### config.mk
export PLATFORM = sky130hd
export DESIGN_NAME = tcs_seq
export DESIGN_NICKNAME = d
export VERILOG_FILES = /design/src/design/tcs_pkg.sv /design/src/design/tcs_seq.sv /design/src/design/tcs_tick.sv
export VERILOG_INCLUDE_DIRS = /design/src /design/src/design
export SDC_FILE = /design/constraint.sdc
export NUM_CORES = 1
export LEC_CHECK = 0
export BUFFER_PORTS_ARGS = -buffer_cell sky130_fd_sc_hd__buf_2
export CAP_MARGIN = 20
export CELL_PAD_IN_SITES_DETAIL_PLACEMENT = 1
export CELL_PAD_IN_SITES_GLOBAL_PLACEMENT = 1
export CORE_ASPECT_RATIO = 1.25
export CORE_MARGIN = 5
export CORE_UTILIZATION = 43
export CTS_CLUSTER_DIAMETER = 80
export CTS_CLUSTER_SIZE = 28
export DETAILED_ROUTE_END_ITERATION = 7
export MAX_ROUTING_LAYER = met4
export PLACE_DENSITY_LB_ADDON = 0.15
export SLEW_MARGIN = 20
export SYNTH_ARGS = -nofsm -noshare
export SYNTH_HDL_FRONTEND = slang
export SYNTH_SLANG_ARGS = --single-unit
### constraint.sdc
create_clock -name sys_clk -period 4.38 [get_ports sys_clk]
set_input_delay 0.438 -clock sys_clk [delete_from_list [all_inputs] [get_ports sys_clk]]
set_output_delay 0.438 -clock sys_clk [all_outputs]
set_load 0.01 [all_outputs]
### src/design/tcs_regs.svh
// constants for the temperature conversion sequencer
// assumes a 125 MHz sys_clk; included by the sequencer and tick modules, not by the package
`ifndef TCS_REGS_SVH
`define TCS_REGS_SVH
`define TCS_ADDR_CFG 4'h0
`define TCS_ADDR_THIGH 4'h1
`define TCS_ADDR_TLOW 4'h2
`define TCS_ADDR_TEMP 4'h3
`define TCS_ADDR_STAT 4'h4
`define TCS_ADDR_MASK 4'h5
`define TCS_ADDR_CMD 4'h6
`define TCS_CFG_RST 8'h02
`define TCS_THIGH_RST 8'h3c
`define TCS_TLOW_RST 8'hf6
`define TCS_GC_RESET 8'h06
`define TCS_CLK_KHZ 125000
`define TCS_CONV_MS 26
`define TCS_TICK_DIV 125000
`define TCS_PER_RATE0 13'd4000
`define TCS_PER_RATE1 13'd1000
`define TCS_PER_RATE2 13'd250
`define TCS_PER_RATE3 13'd125
`define TCS_MODE_SHUT 2'h0
`define TCS_MODE_ONE 2'h1
`define TCS_CFG_LC 2
`define TCS_CFG_FL 3
`define TCS_CFG_FH 4
`define TCS_CFG_CR 6
`define TCS_CFG_M 0
`endif

### src/design/tcs_pkg.sv
// types for the temperature conversion sequencer
// assumes nothing beyond the constants header
package tcs_pkg;
  typedef enum logic [3:0] {
    TCS_IDLE = 4'b0001,
    TCS_CONV = 4'b0010,
    TCS_WAIT = 4'b0100,
    TCS_STOP = 4'b1000
  } tcs_state_type;
endpackage

### src/design/tcs_seq.sv
// conversion sequencer, limit watchdog and register file
// assumes a register master on the plain port and a sampled converter result
`timescale 1ns/1ns
`include "tcs_regs.svh"
// What this block does
// [RULE_01] a finished result above the upper limit sets the over-limit flag.
// [RULE_02] a finished result below the lower limit sets the under-limit flag.
// [RULE_03] with flag hold set, flags stay asserted until the configuration is read.
// [RULE_04] a configuration read clears both flags, as does an in-window result without hold.
// [RULE_05] reset clears both flags and the hold bit.
// [RULE_06] rate select 00/01/10/11 gives a 4000/1000/250/125 ms rate delay after each 26 ms conversion.
// [RULE_07] a conversion lasts 26 ms, then the converter idles out the rate delay.
// [RULE_08] after reset a conversion starts at once.
// [RULE_09] mode 00 enters shutdown only after the running conversion ends.
// [RULE_10] in shutdown only the register port stays alive.
// [RULE_11] writing mode 01 in shutdown performs exactly one conversion.
// [RULE_12] mode reads 01 during a single shot and 00 after it.
// [RULE_13] with the upper mode bit set, conversions repeat at the selected rate.
// [RULE_14] results carry one degree per step.
// [RULE_15] a general-call reset command restores all registers to power-up values.
// [RULE_16] flags are set only at the end of a conversion, from its result.
module tcs_seq
  import tcs_pkg::*;
#(
  parameter int TICK_DIV = `TCS_TICK_DIV,
  parameter int CONV_MS = `TCS_CONV_MS
) (
  input wire logic sys_clk,
  input wire logic nrst,
  input wire logic [3:0] addr,
  input wire logic [7:0] wdata,
  input wire logic wr,
  input wire logic rd,
  output logic [7:0] rdata,
  input wire logic [7:0] temp_in,
  output logic conv_active,
  output logic conv_done,
  output logic irq
);
  // ----------------------------------------
  // state
  // ----------------------------------------
  tcs_state_type state;
  logic [7:0] cfg;
  logic [7:0] thigh;
  logic [7:0] tlow;
  logic [7:0] temp;
  logic [1:0] stat;
  logic [1:0] mask;
  logic [12:0] ms_cnt;
  logic tick;
  logic soft_rst;
  logic rd_cfg;
  logic done;

  function automatic logic [12:0] period_ms(input logic [1:0] sel);
    case (sel) // [RULE_06]
      2'h0: period_ms = `TCS_PER_RATE0;
      2'h1: period_ms = `TCS_PER_RATE1;
      2'h2: period_ms = `TCS_PER_RATE2;
      default: period_ms = `TCS_PER_RATE3;
    endcase
  endfunction

  // general call command write restores power-up values
  assign soft_rst = wr && addr == `TCS_ADDR_CMD && wdata == `TCS_GC_RESET; // [RULE_15]
  assign rd_cfg = rd && addr == `TCS_ADDR_CFG;
  assign done = state == TCS_CONV && tick && ms_cnt == 13'(CONV_MS - 1);
  assign conv_active = state == TCS_CONV;
  assign irq = |(stat & mask);

  // clock only runs outside shutdown
  tcs_tick #(.DIV(TICK_DIV)) u_tick (
    .sys_clk(sys_clk),
    .nrst(nrst),
    .run(state != TCS_STOP), // [RULE_10]
    .tick(tick)
  );

  // ----------------------------------------
  // sequencer
  // ----------------------------------------
  always_ff @(posedge sys_clk) begin
    if (!nrst || soft_rst) begin
      state <= TCS_CONV; // [RULE_08]
      ms_cnt <= 13'h0;
    end else begin
      case (state)
        TCS_CONV: begin
          if (tick) begin
            ms_cnt <= ms_cnt + 13'h1;
          end
          if (done) begin // [RULE_07]
            // wait counts from zero, the full rate delay follows the conversion
            ms_cnt <= 13'h0;
            if (cfg[`TCS_CFG_M+1]) begin
              state <= TCS_WAIT; // [RULE_13]
            end else begin
              state <= TCS_STOP; // [RULE_09]
            end
          end
        end
        TCS_WAIT: begin
          if (!cfg[`TCS_CFG_M+1]) begin
            state <= TCS_STOP;
            ms_cnt <= 13'h0;
          end else if (tick) begin
            if (ms_cnt + 13'h1 >= period_ms(cfg[`TCS_CFG_CR+:2])) begin // [RULE_07]
              state <= TCS_CONV;
              ms_cnt <= 13'h0;
            end else begin
              ms_cnt <= ms_cnt + 13'h1;
            end
          end
        end
        TCS_STOP: begin
          ms_cnt <= 13'h0;
          // single shot or continuous request wakes the converter
          if (wr && addr == `TCS_ADDR_CFG && wdata[`TCS_CFG_M+:2] != `TCS_MODE_SHUT) begin
            state <= TCS_CONV; // [RULE_11]
          end
        end
        default: begin
          state <= TCS_CONV;
          ms_cnt <= 13'h0;
        end
      endcase
    end
  end

  always_ff @(posedge sys_clk) begin
    if (!nrst || soft_rst) begin
      conv_done <= 1'b0;
      temp <= 8'h0;
    end else begin
      conv_done <= done;
      if (done) begin
        temp <= temp_in; // [RULE_14]
      end
    end
  end

  // ----------------------------------------
  // configuration and limit flags
  // ----------------------------------------
  always_ff @(posedge sys_clk) begin
    if (!nrst || soft_rst) begin
      cfg <= `TCS_CFG_RST; // [RULE_05]
      thigh <= `TCS_THIGH_RST;
      tlow <= `TCS_TLOW_RST;
    end else begin
      if (wr && addr == `TCS_ADDR_CFG) begin
        // flags are read-only; mode bits writeable
        cfg[`TCS_CFG_M+:2] <= wdata[`TCS_CFG_M+:2];
        cfg[`TCS_CFG_LC] <= wdata[`TCS_CFG_LC];
        cfg[`TCS_CFG_CR+:2] <= wdata[`TCS_CFG_CR+:2];
      end else if (done && cfg[`TCS_CFG_M+:2] == `TCS_MODE_ONE) begin
        cfg[`TCS_CFG_M+:2] <= `TCS_MODE_SHUT; // [RULE_12]
      end
      if (wr && addr == `TCS_ADDR_THIGH) begin
        thigh <= wdata;
      end
      if (wr && addr == `TCS_ADDR_TLOW) begin
        tlow <= wdata;
      end
      if (done) begin // [RULE_16]
        if ($signed(temp_in) > $signed(thigh)) begin
          cfg[`TCS_CFG_FH] <= 1'b1; // [RULE_01]
        end else if (!cfg[`TCS_CFG_LC] && $signed(temp_in) >= $signed(tlow)) begin
          cfg[`TCS_CFG_FH] <= 1'b0; // [RULE_04]
        end
        if ($signed(temp_in) < $signed(tlow)) begin
          cfg[`TCS_CFG_FL] <= 1'b1; // [RULE_02]
        end else if (!cfg[`TCS_CFG_LC] && $signed(temp_in) <= $signed(thigh)) begin
          cfg[`TCS_CFG_FL] <= 1'b0; // [RULE_04]
        end
      end else if (rd_cfg) begin
        cfg[`TCS_CFG_FH] <= 1'b0; // [RULE_03]
        cfg[`TCS_CFG_FL] <= 1'b0; // [RULE_04]
      end
    end
  end

  // ----------------------------------------
  // interrupt status, set wins over clear
  // ----------------------------------------
  always_ff @(posedge sys_clk) begin
    if (!nrst || soft_rst) begin
      stat <= 2'h0;
      mask <= 2'h0;
    end else begin
      if (wr && addr == `TCS_ADDR_MASK) begin
        mask <= wdata[1:0];
      end
      stat <= (stat & ~((wr && addr == `TCS_ADDR_STAT) ? wdata[1:0] : 2'h0))
        | {done && ($signed(temp_in) > $signed(thigh) || $signed(temp_in) < $signed(tlow)),
           done};
    end
  end

  // ----------------------------------------
  // read port
  // ----------------------------------------
  always_ff @(posedge sys_clk) begin
    if (!nrst) begin
      rdata <= 8'h0;
    end else if (rd) begin
      case (addr)
        `TCS_ADDR_CFG: rdata <= cfg;
        `TCS_ADDR_THIGH: rdata <= thigh;
        `TCS_ADDR_TLOW: rdata <= tlow;
        `TCS_ADDR_TEMP: rdata <= temp;
        `TCS_ADDR_STAT: rdata <= {6'h0, stat};
        `TCS_ADDR_MASK: rdata <= {6'h0, mask};
        default: rdata <= 8'h0;
      endcase
    end else begin
      rdata <= 8'h0;
    end
  end

  // ----------------------------------------
  // checks
  // ----------------------------------------
  AST_OVER: assert property (@(posedge sys_clk) disable iff (!nrst) // [RULE_01]
    done && !soft_rst && $signed(temp_in) > $signed(thigh) |=> cfg[`TCS_CFG_FH])
    else $error("over flag not set");
  AST_UNDER: assert property (@(posedge sys_clk) disable iff (!nrst) // [RULE_02]
    done && !soft_rst && $signed(temp_in) < $signed(tlow) |=> cfg[`TCS_CFG_FL])
    else $error("under flag not set");
  AST_HOLD: assert property (@(posedge sys_clk) disable iff (!nrst) // [RULE_03]
    cfg[`TCS_CFG_LC] && cfg[`TCS_CFG_FH] && !rd_cfg && !soft_rst |=> cfg[`TCS_CFG_FH])
    else $error("held flag dropped");
  AST_RDCLR: assert property (@(posedge sys_clk) disable iff (!nrst) // [RULE_04]
    rd_cfg && !done |=> !cfg[`TCS_CFG_FH] && !cfg[`TCS_CFG_FL])
    else $error("read did not clear flags");
  AST_RESET: assert property (@(posedge sys_clk) // [RULE_05]
    !nrst |=> cfg[`TCS_CFG_FH+:1] == 1'b0 && !cfg[`TCS_CFG_FL] && !cfg[`TCS_CFG_LC])
    else $error("reset values wrong");
  AST_START: assert property (@(posedge sys_clk) // [RULE_08]
    !nrst |=> state == TCS_CONV)
    else $error("no conversion after reset");
  AST_SHUT: assert property (@(posedge sys_clk) disable iff (!nrst) // [RULE_09]
    state == TCS_CONV && !done && !soft_rst |=> state == TCS_CONV)
    else $error("conversion cut short");
  AST_ONESHOT: assert property (@(posedge sys_clk) disable iff (!nrst) // [RULE_12]
    done && !wr && !soft_rst && cfg[`TCS_CFG_M+:2] == `TCS_MODE_ONE
    |=> cfg[`TCS_CFG_M+:2] == `TCS_MODE_SHUT && state == TCS_STOP)
    else $error("single shot did not end");
  AST_CONT: assert property (@(posedge sys_clk) disable iff (!nrst) // [RULE_13]
    done && !soft_rst && cfg[`TCS_CFG_M+1] |=> state == TCS_WAIT)
    else $error("continuous mode stopped");
  AST_SLEEP: assert property (@(posedge sys_clk) disable iff (!nrst) // [RULE_10]
    state == TCS_STOP |-> !tick)
    else $error("timebase runs in shutdown");
  AST_STAY: assert property (@(posedge sys_clk) disable iff (!nrst) // [RULE_10]
    state == TCS_STOP && !(wr && addr == `TCS_ADDR_CFG) && !soft_rst
    |=> state == TCS_STOP)
    else $error("shutdown left without request");
  AST_RDTEMP: assert property (@(posedge sys_clk) disable iff (!nrst) // [RULE_10]
    rd && addr == `TCS_ADDR_TEMP && !soft_rst |=> rdata == $past(temp))
    else $error("result read wrong");
  // limit flags: window clear without hold, untouched between conversions
  AST_INWIN: assert property (@(posedge sys_clk) disable iff (!nrst) // [RULE_04]
    done && !soft_rst && !cfg[`TCS_CFG_LC]
    && $signed(temp_in) <= $signed(thigh) && $signed(temp_in) >= $signed(tlow)
    |=> !cfg[`TCS_CFG_FH] && !cfg[`TCS_CFG_FL])
    else $error("in-window flags not cleared");
  AST_LATCH: assert property (@(posedge sys_clk) disable iff (!nrst) // [RULE_16]
    !done && !rd_cfg && !soft_rst
    |=> $stable(cfg[`TCS_CFG_FH]) && $stable(cfg[`TCS_CFG_FL]))
    else $error("flags moved between conversions");
  AST_TEMP: assert property (@(posedge sys_clk) disable iff (!nrst) // [RULE_14]
    done && !soft_rst |=> temp == $past(temp_in))
    else $error("result not captured");
  AST_DONE: assert property (@(posedge sys_clk) disable iff (!nrst) // [RULE_07]
    done && !soft_rst |=> conv_done && stat[0])
    else $error("conversion end not flagged");
  // a stale count here would shorten every rate delay by the conversion time
  AST_WAITIN: assert property (@(posedge sys_clk) disable iff (!nrst) // [RULE_07]
    done && !soft_rst && cfg[`TCS_CFG_M+1] |=> ms_cnt == 13'h0)
    else $error("wait count not restarted");
  AST_WAITEND: assert property (@(posedge sys_clk) disable iff (!nrst) // [RULE_06]
    state == TCS_WAIT && cfg[`TCS_CFG_M+1] && tick && !soft_rst
    && ms_cnt + 13'h1 >= period_ms(cfg[`TCS_CFG_CR+:2])
    |=> state == TCS_CONV && ms_cnt == 13'h0)
    else $error("rate delay not ended");
  AST_WAKE: assert property (@(posedge sys_clk) disable iff (!nrst) // [RULE_11]
    state == TCS_STOP && wr && addr == `TCS_ADDR_CFG
    && wdata[`TCS_CFG_M+:2] == `TCS_MODE_ONE
    |=> state == TCS_CONV && ms_cnt == 13'h0)
    else $error("single shot not started");
  AST_ONEREAD: assert property (@(posedge sys_clk) disable iff (!nrst) // [RULE_12]
    state == TCS_CONV && !done && !wr && !soft_rst
    && cfg[`TCS_CFG_M+:2] == `TCS_MODE_ONE
    |=> cfg[`TCS_CFG_M+:2] == `TCS_MODE_ONE)
    else $error("single shot mode lost early");
  // command reset must reach every register, not only the sequencer
  AST_GCRST: assert property (@(posedge sys_clk) disable iff (!nrst) // [RULE_15]
    soft_rst |=> state == TCS_CONV && cfg == `TCS_CFG_RST && thigh == `TCS_THIGH_RST
    && tlow == `TCS_TLOW_RST && stat == 2'h0 && mask == 2'h0)
    else $error("command reset incomplete");
endmodule

### src/design/tcs_tick.sv
// millisecond tick divider for the sequencer
// assumes one free running sys_clk
`timescale 1ns/1ns
`include "tcs_regs.svh"
module tcs_tick #(
  parameter int DIV = `TCS_TICK_DIV
) (
  input wire logic sys_clk,
  input wire logic nrst,
  input wire logic run,
  output logic tick
);
  logic [31:0] cnt;
  logic tick_q;
  // gated so a tick queued as run drops never leaks into shutdown
  assign tick = tick_q && run;
  always_ff @(posedge sys_clk) begin
    if (!nrst || !run) begin
      cnt <= 32'h0;
      tick_q <= 1'b0;
    end else if (cnt == 32'(DIV - 1)) begin
      cnt <= 32'h0;
      tick_q <= 1'b1;
    end else begin
      cnt <= cnt + 32'h1;
      tick_q <= 1'b0;
    end
  end
endmodule

## Word-level counts from Yosys, hierarchy flattened

Cells that the tools add are included.

- Flip-flop bits (word level): 94
- Bits of input ports: 24
- Output and inout bits: 11
- Logic and storage cells: 112

- Add/sub/neg operators: 2
- $lt $le $gt $ge: 5
- Equal/unequal tests: 23
- Mux-type cells: 29
- Bitwise gates (word level): 4
- Reduce and logical (&&, ||, !) cells: 34

Operators with widths:

| operator | number |
|---|---|
| 13-bit two-way mux | 9 |
| 8-bit one-hot mux with 6 select lines | 1 |
| 12-bit one-hot mux with 3 select lines | 1 |
| 32-bit by 1-bit adder with 32-bit output, second input constant | 1 |
| 32-bit by 17-bit equality test with 1-bit output, second input constant | 1 |
| 13-bit one-hot mux with 2 select lines | 1 |
| 4-bit two-way mux | 6 |
| 4-bit by 3-bit equality test with 1-bit output, second input constant | 4 |
| 1-bit logical AND | 16 |
| 13-bit by 1-bit adder with 13-bit output, second input constant | 1 |
| 13-bit by 5-bit equality test with 1-bit output, second input constant | 1 |
| 13-bit >= comparator | 1 |
| 4-bit by 2-bit equality test with 1-bit output, second input constant | 3 |
| 4-bit one-hot mux with 3 select lines | 1 |
| 2-bit two-way mux | 5 |
| 3-bit by 1-bit inequality test with 1-bit output, second input constant | 3 |
| 8-bit by 3-bit equality test with 1-bit output, second input constant | 1 |
| 8-bit >= comparator | 1 |
| 8-bit > comparator | 1 |
| 8-bit less-or-equal comparator | 1 |
| 8-bit less-than comparator | 1 |
| 2-bit AND reduction | 4 |
| 3-bit inequality test, second input constant | 2 |
| 2-bit nonzero test | 3 |
| 17 further kinds | 28 |

## Depth between registers and ports, before layout

- Word-level depth: 11
- Gate-level depth with buffers: 13
- Mapped depth without buffers: 12

## Hierarchy

Synthesis repeated with hierarchy kept, for this count alone.

- Cells, all modules: 587
- Area total of the unflattened synthesis: 5139.9 µm²

Modules (own cells, without submodules):

| module | instances | cells an instance | area each (µm²) | seq. area each (µm²) |
|---|---|---|---|---|
| tcs_seq | 1 | 393 | 3479.6 | 1201.2 |
| tcs_tick | 1 | 194 | 1660.3 | 660.6 |

## Least setup slack after synthesis

No wires, ideal clock.

- Kind: flip-flop to flip-flop
- Start: register ms_cnt[0]
- End: register ms_cnt[5]
- Data arrival time: 2.967 ns
- Slack: 1.334 ns
- Cell stages (with the launch flop): 14
- Buffers on the path: 1
- Cell sequence: dfxtp_1 ha_1 nand3_1 nor2_1 nand4_1 xnor2_1 ha_1 a21o_1 a2111oi_0 mux2i_1 a31oi_1 buf_2 o211ai_1 a22oi_1

- Cells in the longest elaborated chain, start to end: 6

RTL lines:

| what | line | RTL |
|---|---|---|
| from (decl) | tcs_seq.sv:50 | `logic [12:0] ms_cnt;` |
| from (signal assigned) | tcs_seq.sv:91 | `ms_cnt <= ms_cnt + 13'h1;` |
| from (signal assigned) | tcs_seq.sv:112 | `ms_cnt <= ms_cnt + 13'h1;` |
| 13-bit by 1-bit adder with 13-bit output | tcs_seq.sv:91, tcs_seq.sv:108, tcs_seq.sv:112 |  |
| 13-bit >= comparator | tcs_seq.sv:108 | `` if (ms_cnt + 13'h1 >= period_ms(cfg[`TCS_CFG_CR+:2])) begin `` |
| 13-bit two-way mux | tcs_seq.sv:108 |  |
| 13-bit two-way mux | tcs_seq.sv:107 | `end else if (tick) begin` |
| 13-bit two-way mux | tcs_seq.sv:104 | `` if (!cfg[`TCS_CFG_M+1]) begin `` |
| 13-bit one-hot mux with 2 select lines | tcs_seq.sv:88 | `case (state)` |

Several ways; a longest one is shown, not always the timed one. The select of a mux whose other input is x is not followed.
A chain may end at the register's enable or synchronous reset.

## Worst setup path after layout

- Start: register ms_cnt[0]
- End: register ms_cnt[11]

The elaborated chain is that of the path after synthesis.

==> impl_summary.md <==
Drt
The total via count in the routed design is 4,347. After detailed routing, the number of vias per cell comes to 5.57. The first-pass detailed-route iteration total is 4. After detailed routing, the total wire length is 13.7 mm.

After detailed routing, the number of remaining DRC violations is 0. The number of DRC markers in iteration 0 is 202. After detailed routing, the average wire length per cell comes to 17.5 um. The detail route stage leaves a number of antenna-violating nets equal to 0.

Finish
The final core area utilization is 49.7%. The leading cell type in the layout, fill and taps excluded is dfxtp_1. The library cells used most frequently in the layout, excluding fill and tap cells, are dfxtp_1, nor2_1, nand2_1.

The number of antenna diodes in the final layout is 0. The ratio of cells with drive above 1 in the final layout is 12.4%. The area growth from synthesis to layout is 12.8%. In the final design database the tool counted 668 nets. The count of placed standard cells in the final layout, fillers left out is 780.

The number of fillers in the final layout is about 1,400.

Hold path
The worst hold path class is in -> reg.

Synth
The total number of yosys warnings is 0. In this run, synthesis produced a sequential element count of 93. The number of flops mapped to enable cells by yosys is 0.

Counting distinct cell types in the post-synthesis netlist gives between 60 and 70. The average instance area after synthesis is 8.74 um^2. The synthesized netlist occupies a cell area of approximately 0.0051 mm^2. The number of nets in the synthesized netlist is 639.

The post-synthesis async set-or-reset flop share is 0%. The sequential fraction of the synthesis area is between 30% and 40%. The post-synthesis cell count is 585. The dominant register cell in the synthesized netlist is dfxtp_1.

Power
For this design the total switching power over the nets is 457 uW. Power spread over the standard cell area amounts to ~320 mW/mm^2. The share of total power in sequential cells is between 40% and 50%. IR analysis of the VDD net gives a maximum drop of 0.000162 V. The proportion of total power due to net switching is 25.0%. Per report_power, the combinational group accounts for 8.0% of the total. The power share of the clock group is ~45%. For this design the static power due to leakage is 0.00242 uW. The internal power component is 1370 uW.

Floorplanning
In this run the vertical extent of the chip is 132 um. The initial utilization of the core area, before any placement, comes to 44.0%. The floorplan step defined a die boundary enclosing 0.0142 mm^2. During I/O placement, the number of pins put on the boundary was 35. The core box area is 0.0116 mm^2.

The floorplan has 44 rows. From left edge to right edge, the die measures 108 um.

Placed design
At the end of routability-driven placement, the weighted congestion stood at 0.953. The HPWL after detailed placement is just over 10 mm. The total of buffers placed on input and output ports is 34. In this run, placement finished with an instance count of 764.

STA
The worst max-slew margin expressed relative to the limit is 39.6%. Adding up every negative setup slack in the final design gives 0 ps. The final setup skew is 8.86 ps. The count of final hold-check violations is 0. Based on the critical path, the design can be clocked at up to 0.254 GHz. The count of final setup violators is 0. The fraction of the cycle the final worst path needs is 90.0%. The clock period minus final worst setup slack is roughly 3900 ps. Setup repair after global routing left no endpoint under its margin.

The actual transition at the worst max-transition pin is 906 ps. The number of slew-limit violations in the final report is 0.

Clock tree
The TritonCTS clock tree is yes. After clock tree synthesis, the repair step resized 0 gates. For the worst-skew pair, the clock arrives at the later sink with an insertion delay of 340 ps.

The maximum number of buffers from clock root to sink is 2. In this run the number of H-tree levels came out at 3. The tree is rooted in a clkbuf_16. The count of hold-fix buffers inserted at cts is 0. For this design, the sink count on the clock tree is 93. After clock tree synthesis, the setup repair step added 0 buffers.

The number of buffers created by CTS is 9. The post-CTS clock slew at the launch and capture registers of the worst setup and hold paths is 70 ps.

Critical path
In this design, the stage delay of the slowest critical-path cell is 640 ps. The category of the most critical setup path is reg -> reg. STA classifies the critical path endpoint as a flip-flop. For the worst setup path, the data arrival time is 4200 ps. Counting both buffers and inverters, the worst setup path holds a total of 1.

The required time reported for the critical path endpoint is 4640 ps. The worst reg-to-reg setup slack is 440 ps. The worst setup path is launched from a flip-flop. The most used cell along the critical path is ha_1. The maximum fanout count along the critical path is 8.

The cell with the largest stage delay on the worst path is a2111oi_0. Walking the worst path, the cells encountered are ha_1 -> nand3_1 -> nor2_1 -> nand4_1 -> xnor2_1 -> ha_1 -> a21o_1 -> a2111oi_0 -> mux2i_1 -> a31oi_1 -> buf_4 -> o211ai_1 -> a32oi_1. The cell family contributing the most delay on the critical path is compound AO/OA/AOI/OAI gates.

Run
The number of max-capacitance violations reported is 0.

Outcome
The run finished with clean final reports.

Global route
The first-pass GRT wire length is 22.9 mm. The number of global-route vias before repair is 4,568. The number of antenna violations at the first check in global routing came to 0. Across every metal layer, demand over resource in global routing totals 20.5%. The pin count of the biggest net entering global routing is 32. The total overflow left after global routing is 0.
## registers in the layout (all words and copies together), names as in the netlist
name	cells
tlow	8
state	3
rdata	8
cfg	7
u_tick.cnt	32
stat	2
ms_cnt	13
conv_done	1
mask	2
u_tick.tick_q	1
temp	8
thigh	8
## metrics by stage
stage / total power, uW / worst slack, ps / hold slack [ps] / area (um^2)
after floorplan: 973 / 1330 / 418 / 5110
after global placement: 1030 / 739 / 431 / 5460
after detailed placement: 1030 / 439 / 441 / 5460
after CTS: 1850 / 415 / 302 / 5770
after global routing: 1910 / 41.4 / 327 / 5770
final: 1830 / 439 / 314 / 5770
## final cells by class
class	count	area [um^2]	area share [%]
inverters	31	116	2.02
multi-input cells	438	3060	53.0
clock buffers	10	239	4.14
well taps	161	201	3.49
repair buffers	41	223	3.86
clock inverters	6	68.8	1.19
flip-flops and latches	93	1860	32.3
## worst register-to-register path: cells and delay by family, from the launching register on
family                   cells  cell delay (ps)
flip-flops                   1              480
XOR/XNOR                     1              230
AND/OR/NAND/NOR              3              640
multiplexers                 1              160
adder cells (fa/ha/maj)      2              530
AO/OA/AOI/OAI                5             1550
buffers and inverters        1              270
## synthesized netlist by cell type, types with 15 or more instances
cell type | number | area share [%]
dfxtp_1 | 93 | 36
nor2_1 | 88 | 6.5
nand2_1 | 42 | 3.1
mux2i_1 | 35 | 6.8
inv_1 | 31 | 2.3
ha_1 | 30 | 7.3
nand3_1 | 23 | 2.3
xnor2_1 | 23 | 3.9
a21oi_1 | 17 | 1.7
nor3_1 | 16 | 1.6
xor2_1 | 16 | 2.7
nand4_1 | 15 | 1.8
## routing by layer
metal | part of all wire [%] | track usage, % | wire [um]
met5 | 0 | - | 0
met4 | 1.3 | 5.19 | 176
met3 | 2.5 | 2.69 | 337
met2 | 52 | 36.1 | 7070
met1 | 45 | 24.3 | 6080
## power groups by stage
| stage | combinational [uW] | sequential [uW] | clock, uW |
|---|---|---|---|
| after floorplan | 91.5 | 882 | 0 |
| after global placement | 144 | 884 | 0 |
| after detailed placement | 147 | 884 | 0 |
| after CTS | 148 | 865 | 838 |
| after global routing | 162 | 866 | 878 |
| final | 147 | 865 | 817 |
## cell families (layout without fill, tap and decap cells)
logic type | count (synthesis) | after routing | share of synthesized area [%]
AOI/OAI and AO/OA | 76 | 76 | 10.5
xor gates and xnor gates | 39 | 39 | 6.68
adders and majority gates | 30 | 30 | 7.34
buffers and inverters | 54 | 88 | 4.28
DFF | 93 | 93 | 36.4
muxes | 43 | 43 | 10.2
and+or+nand+nor | 250 | 250 | 24.7
## path summary, 6_finish.rpt
check	from	endpoint	cells past startpoint
min reg2reg	u_tick.cnt[0]	u_tick.cnt[0]	1
max reg2reg	ms_cnt[0]	ms_cnt[11]	13
max	ms_cnt[0]	ms_cnt[11]	13
min	addr[3]	rdata[1]	2
(Power assumes the default switching activity.)
